$ cat src/dbsb_pkg.sv
/*
 Shared constants and carrier types for the debug status and breakpoint block.
 Assumes a serial layer that delivers whole decoded commands and data words.
*/
package dbsb_pkg;
    // Command codes
    localparam logic [7:0] CMD_ENTER_DEBUG = 8'h90;
    localparam logic [7:0] CMD_READ_STATUS = 8'hE4;
    localparam logic [7:0] CMD_WRITE_CONTROL = 8'hC4;
    localparam logic [7:0] CMD_BREAKPOINT_READ_COMMAND = 8'hE2;
    localparam logic [7:0] CMD_BREAKPOINT_WRITE_COMMAND = 8'hC2;
    // Status and control bit positions
    localparam int BIT_ENABLE = 7;
    localparam int BIT_ACTIVE = 6;
    localparam int BIT_BKPT_EN = 5;
    localparam int BIT_FTS = 4;
    localparam int BIT_WS = 2;
    localparam int BIT_WSF = 1;
    // Widths and reset values
    localparam int ADDR_W = 14;
    localparam int BKPT_W = 16;
    localparam logic [BKPT_W-1:0] BKPT_RESET = 16'h0000;
    localparam logic [7:0] STATUS_ZERO = 8'h00;

    typedef enum logic [1:0] {
        MODE_RUN = 2'b01,
        MODE_HALT = 2'b10
    } dbsb_mode_t;

    typedef struct packed {
        logic valid;
        logic [7:0] code;
        logic [15:0] data;
    } dbsb_cmd_t;

    typedef struct packed {
        logic valid;
        logic [15:0] data;
    } dbsb_rsp_t;

    typedef struct packed {
        logic addrValid;
        logic opFetch;
        logic [ADDR_W-1:0] addr;
    } dbsb_cpu_t;

    typedef struct packed {
        logic enter;
        logic rdStatus;
        logic wrControl;
        logic rdBkpt;
        logic wrBkpt;
    } dbsb_dec_t;
endpackage

$ cat src/dbsb_cmd_decode.sv
/*
 Command decoder: turns one received command into a one-hot strobe set.
 Assumes cmd.valid is a one-cycle pulse from the serial layer.
*/
`timescale 1ns/1ps
module dbsb_cmd_decode (
    // Clock and reset, used by checks only
    input wire logic mclk,
    input wire logic rst_n,
    // Command in, strobes out
    input wire dbsb_pkg::dbsb_cmd_t cmd,
    output dbsb_pkg::dbsb_dec_t dec
);
    function automatic dbsb_pkg::dbsb_dec_t decode(input logic v, input logic [7:0] c);
        dbsb_pkg::dbsb_dec_t d;
        d = '0;
        if (v) begin
            d.enter = (c == dbsb_pkg::CMD_ENTER_DEBUG);
            d.rdStatus = (c == dbsb_pkg::CMD_READ_STATUS);
            d.wrControl = (c == dbsb_pkg::CMD_WRITE_CONTROL);
            d.rdBkpt = (c == dbsb_pkg::CMD_BREAKPOINT_READ_COMMAND);
            d.wrBkpt = (c == dbsb_pkg::CMD_BREAKPOINT_WRITE_COMMAND);
        end
        return d;
    endfunction

    // Other codes belong to other units and fall through as no strobe
    always_comb begin
        dec = decode(cmd.valid, cmd.code); // [RULE_18]
    end
endmodule

$ cat src/dbsb_bkpt_match.sv
/*
 Breakpoint comparator with force and tag handling.
 Assumes the CPU reports instruction boundaries and tagged opcodes at queue end.
*/
`timescale 1ns/1ps
module dbsb_bkpt_match #(
    parameter int AW = dbsb_pkg::ADDR_W
) (
    // Clock and reset
    input wire logic mclk,
    input wire logic rst_n,
    // Configuration
    input wire logic breakpoint_enable_bit,
    input wire logic force_tag_select,
    input wire logic [AW-1:0] bkptAddr,
    // CPU side
    input wire dbsb_pkg::dbsb_cpu_t cpuBus,
    input wire logic instrBoundary,
    input wire logic tagExec,
    output logic tagOut,
    // Halt request toward the controller
    output logic haltHit
);
    logic match;
    logic forcePend_r;
    logic forcePend_nxt;
    logic tagOut_nxt;

    assign match = breakpoint_enable_bit && cpuBus.addrValid && (cpuBus.addr == bkptAddr); // [RULE_05]

    always_comb begin
        // Force mode: any access to the address matches, not only an opcode fetch; halt waits for the boundary
        haltHit = breakpoint_enable_bit && force_tag_select && (forcePend_r || match) && instrBoundary; // [RULE_06]
        // Tag mode: halt only if the tagged opcode really reaches execution
        if (breakpoint_enable_bit && !force_tag_select && tagExec) begin
            haltHit = 1'b1; // [RULE_07]
        end
        forcePend_nxt = breakpoint_enable_bit && force_tag_select && (forcePend_r || match) && !instrBoundary;
        tagOut_nxt = breakpoint_enable_bit && !force_tag_select && match && cpuBus.opFetch; // [RULE_07]
    end

    always_ff @(posedge mclk or negedge rst_n) begin
        if (!rst_n) begin
            forcePend_r <= 1'b0;
            tagOut <= 1'b0;
        end else begin
            forcePend_r <= forcePend_nxt;
            tagOut <= tagOut_nxt;
        end
    end
endmodule

$ cat src/dbsb_status_bkpt.sv
/*
 Debug status/control register, breakpoint register and halt mode control.
 Reached only by decoded serial commands; the CPU map does not see it.
 Assumes resumeReq comes from the active-mode command unit (go/trace).
*/
`timescale 1ns/1ps
// Notes on behaviour
// RULE_01 - Enable clear: refuse halt, serve non-intrusive commands
// RULE_02 - Enable bit sticks at one until reset
// RULE_03 - Host sets enable when target may stop
// RULE_04 - Active flag bit 6 shows halt mode
// RULE_05 - Breakpoint enable clear disables all matching
// RULE_06 - Force select: match halts at next boundary
// RULE_07 - Tag select: tagged opcode halts at execution
// RULE_08 - Wait/stop flag bit 2 reports wait/stop origin
// RULE_09 - Enter command wakes CPU from wait/stop
// RULE_10 - Host confirms active flag before further commands
// RULE_11 - Failure flag bit 1 on wait/stop collision
// RULE_12 - Host recovers failure: enter, repeat, resume
// RULE_13 - Breakpoint register sixteen bits, fourteen implemented
// RULE_14 - Breakpoint commands accepted while program runs
// RULE_15 - Status register reached only by serial commands
// RULE_16 - Enable write ignored in halt; flags read-only
// RULE_17 - Enter command acts only when enabled
// RULE_18 - Codes E4, C4, E2, C2, 90
// RULE_19 - Unimplemented bits read zero, writes ignored
module dbsb_status_bkpt (
    // Clock and reset
    input wire logic mclk,
    input wire logic rst_n,
    // Serial command layer
    input wire dbsb_pkg::dbsb_cmd_t cmd,
    output dbsb_pkg::dbsb_rsp_t rsp,
    // Halt control
    input wire logic resumeReq,
    output logic haltReq,
    output logic debugActive,
    // CPU status and breakpoint taps
    input wire logic cpuWaitStop,
    input wire logic memFail,
    input wire logic instrBoundary,
    input wire logic tagExec,
    input wire dbsb_pkg::dbsb_cpu_t cpuBus,
    output logic tagOut,
    // Status flags
    output logic wsFlag,
    output logic wsfFlag
);
    dbsb_pkg::dbsb_dec_t dec;
    dbsb_pkg::dbsb_mode_t mode_r;
    dbsb_pkg::dbsb_mode_t mode_nxt;
    dbsb_pkg::dbsb_rsp_t rsp_nxt;
    logic enable_r;
    logic enable_nxt;
    logic breakpoint_enable_bit_r;
    logic breakpoint_enable_bit_nxt;
    logic fts_r;
    logic fts_nxt;
    logic [dbsb_pkg::ADDR_W-1:0] bkpt_r;
    logic [dbsb_pkg::ADDR_W-1:0] bkpt_nxt;
    logic [dbsb_pkg::ADDR_W-1:0] wrAddr;
    logic wsHalt_r;
    logic wsHalt_nxt;
    logic wsf_r;
    logic wsf_nxt;
    logic haltHit;
    logic [7:0] statusByte;

    dbsb_cmd_decode u_dec (
        .mclk(mclk),
        .rst_n(rst_n),
        .cmd(cmd),
        .dec(dec)
    );

    dbsb_bkpt_match #(
        .AW(dbsb_pkg::ADDR_W)
    ) u_match (
        .mclk(mclk),
        .rst_n(rst_n),
        .breakpoint_enable_bit(breakpoint_enable_bit_r),
        .force_tag_select(fts_r),
        .bkptAddr(bkpt_r),
        .cpuBus(cpuBus),
        .instrBoundary(instrBoundary),
        .tagExec(tagExec),
        .tagOut(tagOut),
        .haltHit(haltHit)
    );

    assign wrAddr = cmd.data[dbsb_pkg::ADDR_W-1:0];
    assign debugActive = (mode_r == dbsb_pkg::MODE_HALT); // [RULE_04]
    assign haltReq = debugActive;
    // Halt entered from wait/stop keeps the flag up until resume
    assign wsFlag = cpuWaitStop || wsHalt_r; // [RULE_08]
    assign wsfFlag = wsf_r;

    always_comb begin
        statusByte = dbsb_pkg::STATUS_ZERO; // [RULE_19]
        statusByte[dbsb_pkg::BIT_ENABLE] = enable_r;
        statusByte[dbsb_pkg::BIT_ACTIVE] = debugActive; // [RULE_04]
        statusByte[dbsb_pkg::BIT_BKPT_EN] = breakpoint_enable_bit_r;
        statusByte[dbsb_pkg::BIT_FTS] = fts_r;
        statusByte[dbsb_pkg::BIT_WS] = wsFlag; // [RULE_08]
        statusByte[dbsb_pkg::BIT_WSF] = wsf_r; // [RULE_11]
    end

    always_comb begin
        enable_nxt = enable_r;
        breakpoint_enable_bit_nxt = breakpoint_enable_bit_r;
        fts_nxt = fts_r;
        bkpt_nxt = bkpt_r;
        mode_nxt = mode_r;
        wsHalt_nxt = wsHalt_r;
        wsf_nxt = wsf_r;
        rsp_nxt = '0;
        // Register commands do not depend on mode, except the enable write, which halt ignores: all are non-intrusive
        if (dec.wrControl) begin // [RULE_15]
            // Enable only rises, and not in halt, to avoid forbidding a live halt
            if (!debugActive && cmd.data[dbsb_pkg::BIT_ENABLE]) begin
                enable_nxt = 1'b1; // [RULE_02] [RULE_16]
            end
            breakpoint_enable_bit_nxt = cmd.data[dbsb_pkg::BIT_BKPT_EN];
            fts_nxt = cmd.data[dbsb_pkg::BIT_FTS];
        end
        if (dec.wrBkpt) begin
            bkpt_nxt = wrAddr; // [RULE_13] [RULE_14] [RULE_19]
        end
        if (dec.rdStatus) begin
            rsp_nxt.valid = 1'b1;
            rsp_nxt.data = {8'h00, statusByte}; // [RULE_18]
            wsf_nxt = 1'b0;
        end
        if (dec.rdBkpt) begin
            rsp_nxt.valid = 1'b1;
            rsp_nxt.data = {{(dbsb_pkg::BKPT_W - dbsb_pkg::ADDR_W){1'b0}}, bkpt_r}; // [RULE_13]
        end
        // A failure in the read cycle still lands
        if (memFail) begin
            wsf_nxt = 1'b1; // [RULE_11]
        end
        case (mode_r)
            dbsb_pkg::MODE_RUN: begin
                if (enable_r && (dec.enter || haltHit)) begin // [RULE_01] [RULE_17]
                    mode_nxt = dbsb_pkg::MODE_HALT;
                    wsHalt_nxt = dec.enter && cpuWaitStop; // [RULE_09]
                end
            end
            dbsb_pkg::MODE_HALT: begin
                if (resumeReq) begin
                    mode_nxt = dbsb_pkg::MODE_RUN;
                    wsHalt_nxt = 1'b0;
                end
            end
            default: begin
                mode_nxt = dbsb_pkg::MODE_RUN;
                wsHalt_nxt = 1'b0;
            end
        endcase
    end

    always_ff @(posedge mclk or negedge rst_n) begin
        if (!rst_n) begin
            enable_r <= 1'b0;
            breakpoint_enable_bit_r <= 1'b0;
            fts_r <= 1'b0;
            bkpt_r <= dbsb_pkg::BKPT_RESET[dbsb_pkg::ADDR_W-1:0];
            mode_r <= dbsb_pkg::MODE_RUN;
            wsHalt_r <= 1'b0;
            wsf_r <= 1'b0;
            rsp <= '0;
        end else begin
            enable_r <= enable_nxt;
            breakpoint_enable_bit_r <= breakpoint_enable_bit_nxt;
            fts_r <= fts_nxt;
            bkpt_r <= bkpt_nxt;
            mode_r <= mode_nxt;
            wsHalt_r <= wsHalt_nxt;
            wsf_r <= wsf_nxt;
            rsp <= rsp_nxt;
        end
    end
endmodule

$ cat config.mk
export PLATFORM = sky130hd
export DESIGN_NAME = dbsb_status_bkpt
export DESIGN_NICKNAME = d
export VERILOG_FILES = /design/src/dbsb_pkg.sv /design/src/dbsb_cmd_decode.sv /design/src/dbsb_bkpt_match.sv /design/src/dbsb_status_bkpt.sv
export SDC_FILE = /design/constraint.sdc
export NUM_CORES = 1
export LEC_CHECK = 0
export BUFFER_PORTS_ARGS = -buffer_cell sky130_fd_sc_hd__buf_2
export CAP_MARGIN = 20
export CORE_UTILIZATION = 43
export CTS_CLUSTER_DIAMETER = 30
export DETAILED_ROUTE_END_ITERATION = 8
export PLACE_DENSITY = 0.74
export SLEW_MARGIN = 20
export SYNTH_ARGS = -nofsm -noshare
export SYNTH_HDL_FRONTEND = slang
export SYNTH_SLANG_ARGS = --single-unit
export TNS_END_PERCENT = 50
$ cat constraint.sdc
create_clock -name mclk -period 1.5 [get_ports mclk]
set_clock_uncertainty 0.2 [all_clocks]
set_input_delay 0.225 -clock mclk [delete_from_list [all_inputs] [get_ports mclk]]
set_output_delay 0.225 -clock mclk [all_outputs]
set_load 0.05 [all_outputs]
; ---- Word level (Yosys, flattened, before mapping)
; Cells that the tools add are included.
[classes]
eq_ne = 10
muxes = 12
n_reduce_logical = 22
[ops]
columns = operator, count
row1 = $eq A8 B8 Y1 const B, 5
row2 = $mux W17, 2
row3 = $eq A14 B14 Y1, 1
row4 = $logic_and A1 B1 Y1, 13
row5 = $mux W1, 5
row6 = $mux W5, 1
row7 = $mux W2, 2
row8 = $ne A2 B2 Y1 const B, 2
row9 = $pmux W2 S2, 1
row10 = $reduce_and A2 Y1, 2
row11 = $logic_not A1 Y1, 3
row12 = $logic_or A1 B1 Y1, 3
row13 = $eq A2 B1 Y1 const B, 1
row14 = $eq A2 B2 Y1 const B, 1
row15 = $pmux W1 S2, 1
row16 = $reduce_bool A2 Y1, 1
[word_totals]
register_bits = 40
elab_cells = 55

; ---- Logic depth before layout (Yosys ltp)
[depth]
word_depth = 10
mapped_depth = 7
mapped_depth_nobuf = 5

; ---- By module
; A second synthesis with hierarchy kept.
[unflattened]
hier_cells = 134
area_unflattened_um2 = 1691.6
[modules_own_cells]
columns = mod, instances, cells_per_inst, area_each_um2, seq_area_each_um2
row1 = dbsb_status_bkpt, 1, 89, 1320.0, 902.1
row2 = dbsb_bkpt_match, 1, 34, 290.3, 50.0
row3 = dbsb_cmd_decode, 1, 11, 81.3, 0.0

; ---- Least setup slack after synthesis
; No wires, ideal clock.
[synth_timing]
path_type = in2reg
from = in cmd[16] in the netlist's numbering
to = reg breakpoint_enable_bit_r
setup_time_ns = 0.125
arrival_ns = 1.298
required_ns = 1.175
setup_slack_ns = -0.122
cell_stages = 5
path_cell_list = nand3b_4 nor3b_2 and4bb_1 and2b_2 mux2_2
[synth_via]
elab_chain_len = 2
[synth_rtl]
columns = element, line
row1 = start: declaration, dbsb_status_bkpt.sv:32  ; input wire dbsb_pkg::dbsb_cmd_t cmd,
row2 = $eq A8 B8 Y1, dbsb_cmd_decode.sv:20  ; d.wrControl = (c == dbsb_pkg::CMD_WRITE_CONTROL);
row3 = $mux W5, dbsb_cmd_decode.sv:17  ; if (v) begin
row4 = end signal: assignment, dbsb_status_bkpt.sv:174  ; breakpoint_enable_bit_r <= breakpoint_enable_bit_nxt;
row5 = end: declaration, dbsb_status_bkpt.sv:55  ; logic breakpoint_enable_bit_r;
; No other way between the ends.
; A chain may end at the register's enable or synchronous reset.

; ---- Final worst setup path
[layout_timing]
from = reg bkpt_r[6] in the netlist's numbering
to = reg u_match.forcePend_r
[layout_via]
elab_chain_len = 5
[layout_rtl]
columns = element, line
row1 = start: declaration, dbsb_status_bkpt.sv:59  ; logic [dbsb_pkg::ADDR_W-1:0] bkpt_r;
row2 = start signal: assignment, dbsb_status_bkpt.sv:167  ; bkpt_r <= dbsb_pkg::BKPT_RESET[dbsb_pkg::ADDR_W-1:0];
row3 = start signal: assignment, dbsb_status_bkpt.sv:176  ; bkpt_r <= bkpt_nxt;
row4 = $eq A14 B14 Y1, dbsb_bkpt_match.sv:29  ; assign match = breakpoint_enable_bit && cpuBus.addrValid && (cpuBus.addr == bkptAddr);
row5 = $logic_and A1 B1 Y1, dbsb_bkpt_match.sv:29
row6 = $logic_or A1 B1 Y1, dbsb_bkpt_match.sv:38  ; forcePend_nxt = breakpoint_enable_bit && force_tag_select && (forcePend_r || match) && !instrBoundary;
row7 = $logic_and A1 B1 Y1 (2 in a row), dbsb_bkpt_match.sv:38
row8 = named net u_match.forcePend_nxt, dbsb_bkpt_match.sv:26  ; logic forcePend_nxt;
row9 = end signal: assignment, dbsb_bkpt_match.sv:47  ; forcePend_r <= forcePend_nxt;
row10 = end: declaration, dbsb_bkpt_match.sv:25  ; logic forcePend_r;
; The timed path passes the listed nets, and every way through them passes these cells.

==> run_results.csv <==
group,metric,value,unit
synth,ys_seq_elements,38,
synth,async_flop_share,1.00,
synth,yosys.area.top_type,"dfrtp_1",
synth,synth_compound_area_frac,0.0645,
grt,grt_use_total,0.222,
grt,grt_max_degree,39,
routing,drc,0,
routing,wl,4240,um
synth,syn_area,1730,sq um
hold_path,hold_start,"cmd[4]",
die,die_area,4270,sq um
synth,synth-main-ff-cell,"dfrtp_1",
cells_and_area,final_nets,288,
flow_run,drv_cap,0,
routing,drtAntennaViolNets,0,
synth,synth_top_cell_area_share,0.537,
synth,yosys.area_share.simple,0.151,
timing,fin_hold_ws,11.6,ps
synth,synth_edf_count,0,
cells_and_area,drive_above_1_share,0.531,
routing,routed-via-count,1394,
synth,synth_top_family_by_area,"simple AND/OR/NAND/NOR gates",
timing,fmax,554,MHz
cts,htreeDepth,2,
critical_path,crit_fanout,2,
routing,via_per_inst,4.86,
timing,slew_viol_final,0,
cts,cts_buffer_depth,2,
cts,cts_tree,"yes",
synth,ys_warn_count,0,
grt,grt_overflow,0,
timing,fin_setup_tns,-1470,ps
power_and_ir_drop,pwr_density_cell,774,nW/um^2
timing,setup_viol,8,
die,start_util,0.461,
cts,clk_latency,280,ps
run_status,run_status,"complete, but fails checks",
grt,grt_pass1_vias,1474,
cells_and_area,fin_cells,287,
timing,setup_ws,-304,ps
grt,antenna_found_initial,0,
hold_path,hp-class,"in2reg",
synth,synthAdderAreaFrac,0,
synth,synth_cells,133,
power_and_ir_drop,power_leakage,1.45,nW
timing,rsz0062_at_grt,"true",
synth,yosys.cell_count.top_type,"dfrtp_1",
synth,synth_mux_area_frac,0.126,
die,pin_count,70,
timing,fin_crit_sh,1.20,
critical_path,crit_start,"bkpt_r[6]",
power_and_ir_drop,ir_worst_vdd,616,uV
place,io_buffers,65,
critical_path,critical_path_arrival,1800,ps
grt,grt_pass1_wl,6900,um
cells_and_area,fillers,268,
cts,cts.sinks,38,
cts,cts_root_buf,"clkbuf_8",
die,dieHeight,65.3,um
critical_path,critPathCaptureType,"flip-flop",
cts,path_clk_slew,70,ps
run_status,violations,"negative setup slack",
critical_path,crit_type,"reg2reg",
cells_and_area,area_growth,51.4,%
timing,hold_violations,0,
critical_path,worstPathRequired,1500,ps
synth,synth-seq-area-share,0.552,
synth,synth_cell_types,37,
die,row_count,22,
routing,wire_per_inst,14.8,um
cells_and_area,n_antenna_cell,0,
die,die_w,65.3,um
cts,cts_buffers,5,
critical_path,reg2reg_from,"bkpt_r[6]",
synth,postSynthAreaPerCell,13.0,sq um
synth,netlist_top_cells_area,"dfrtp_1, mux2_4, xor2_1, mux2_2, and2_1",
routing,firstDrtPassIters,4,
place,place_congestion,0.803,
routing,first_iter_violations,41,
synth,synthXorXnorAreaFrac,0.0711,
die,core_area,3740,sq um
place,dp_hpwl,2840,um
place,placed_cells,261,
critical_path,start_kind,"flip-flop",
synth,synth_common_cells,"dfrtp_1, xor2_1, mux2_4, and2_1",
timing,fin_crit,1800,ps
[sequential cells by signal, indices dropped and copies added, names as in the netlist]
| signal | count |
|---|---|
| u_match.forcePend_r | 1 |
| wsfFlag | 1 |
| mode_r | 2 |
| wsHalt_r | 1 |
| bkpt_r | 14 |
| breakpoint_enable_bit_r | 1 |
| rsp | 15 |
| fts_r | 1 |
| enable_r | 1 |
| u_match.tagOut | 1 |
[through the flow]
| step | setup WS [ps] | utilization | power (mW) | cell area [sq um] |
|---|---|---|---|---|
| 4_1_cts | -231 | 0.685 | 2.02 | 2560 |
| 3_5_place_dp | -338 | 0.602 | 1.32 | 2250 |
| 3_3_place_gp | -240 | 0.602 | 1.31 | 2250 |
| 2_1_floorplan | -94.3 | - | 1.18 | 1740 |
| 6_report | -304 | 0.698 | 2.02 | 2610 |
| 5_1_grt | -377 | 0.698 | 2.11 | 2610 |
[layer usage]
metal	share of wire	wire length, um	vias to the layer above	global-route usage
met5	0	0	-	0
met3	0.045	191	9	0.0521
met4	0.024	103	0	0.0924
li1	-	-	669	-
met2	0.51	2170	47	0.376
met1	0.42	1780	669	0.270
[layout by cell type (no fill, tap or decap), drive strengths merged, types with 2 or more instances in the layout]
| cell type | instances |
|---|---|
| xor2 | 14 |
| dlygate4sd3 | 17 |
| conb | 2 |
| nor3 | 3 |
| nand4 | 2 |
| mux2 | 16 |
| a21o | 2 |
| nand3 | 2 |
| nor4 | 3 |
| nand2 | 6 |
| buf | 88 |
| nand2b | 2 |
| o21ai | 4 |
| nor2 | 2 |
| clkbuf | 6 |
| inv | 3 |
| dfrtp | 37 |
| a21oi | 2 |
| and2 | 9 |
| a22o | 5 |
[report_power, final]
| part | switching [mW] | internal, mW |
|---|---|---|
| registers | 0.0199 | 1.05 |
| logic | 0.126 | 0.160 |
| clock network | 0.312 | 0.354 |
| total | 0.458 | 1.56 |
[what timing repair did]
action,4_1_cts,5_1_grt
hold endpoints to repair,55,0
setup buffers,1,2
endpoints found under the setup margin,8,14
hold buffers,17,0
pin swaps,4,9
gates resized for setup,12,9
[logic make-up after synthesis]
group	after synthesis
simple gates	39
flops	38
compound gates	16
mux	16
xor+xnor	14
buf+inv	9
other cells	1
[worst max-delay path, cell delays in order (launching register included)]
cell and delay [ps]:
dfrtp_1 390, xor2_1 160, nor3_1 330, nand4_1 250
buf_4 220, a211oi_2 170
[path summary, 6_finish.rpt]
path	to	slack, ps	depth (start not counted)
max in group asynchronous	mode_r[0]	610	3
worst max register to register	u_match.forcePend_r	-300	5
min in group asynchronous	bkpt_r[12]	230	3
worst max-delay path	u_match.forcePend_r	-300	5
worst min register to register	rsp[3]	330	1
worst min-delay path	bkpt_r[4]	10	2
[layout make-up]
type	instances	area (sq um)	share of cell area
flip-flops and latches	38	952	0.364
clock buffers	6	82.6	0.0316
inverters	3	13.8	0.00527
multi-input cells	87	785	0.300
well taps	48	60.1	0.0230
repair buffers	105	719	0.275
(Power assumes the default switching activity.)
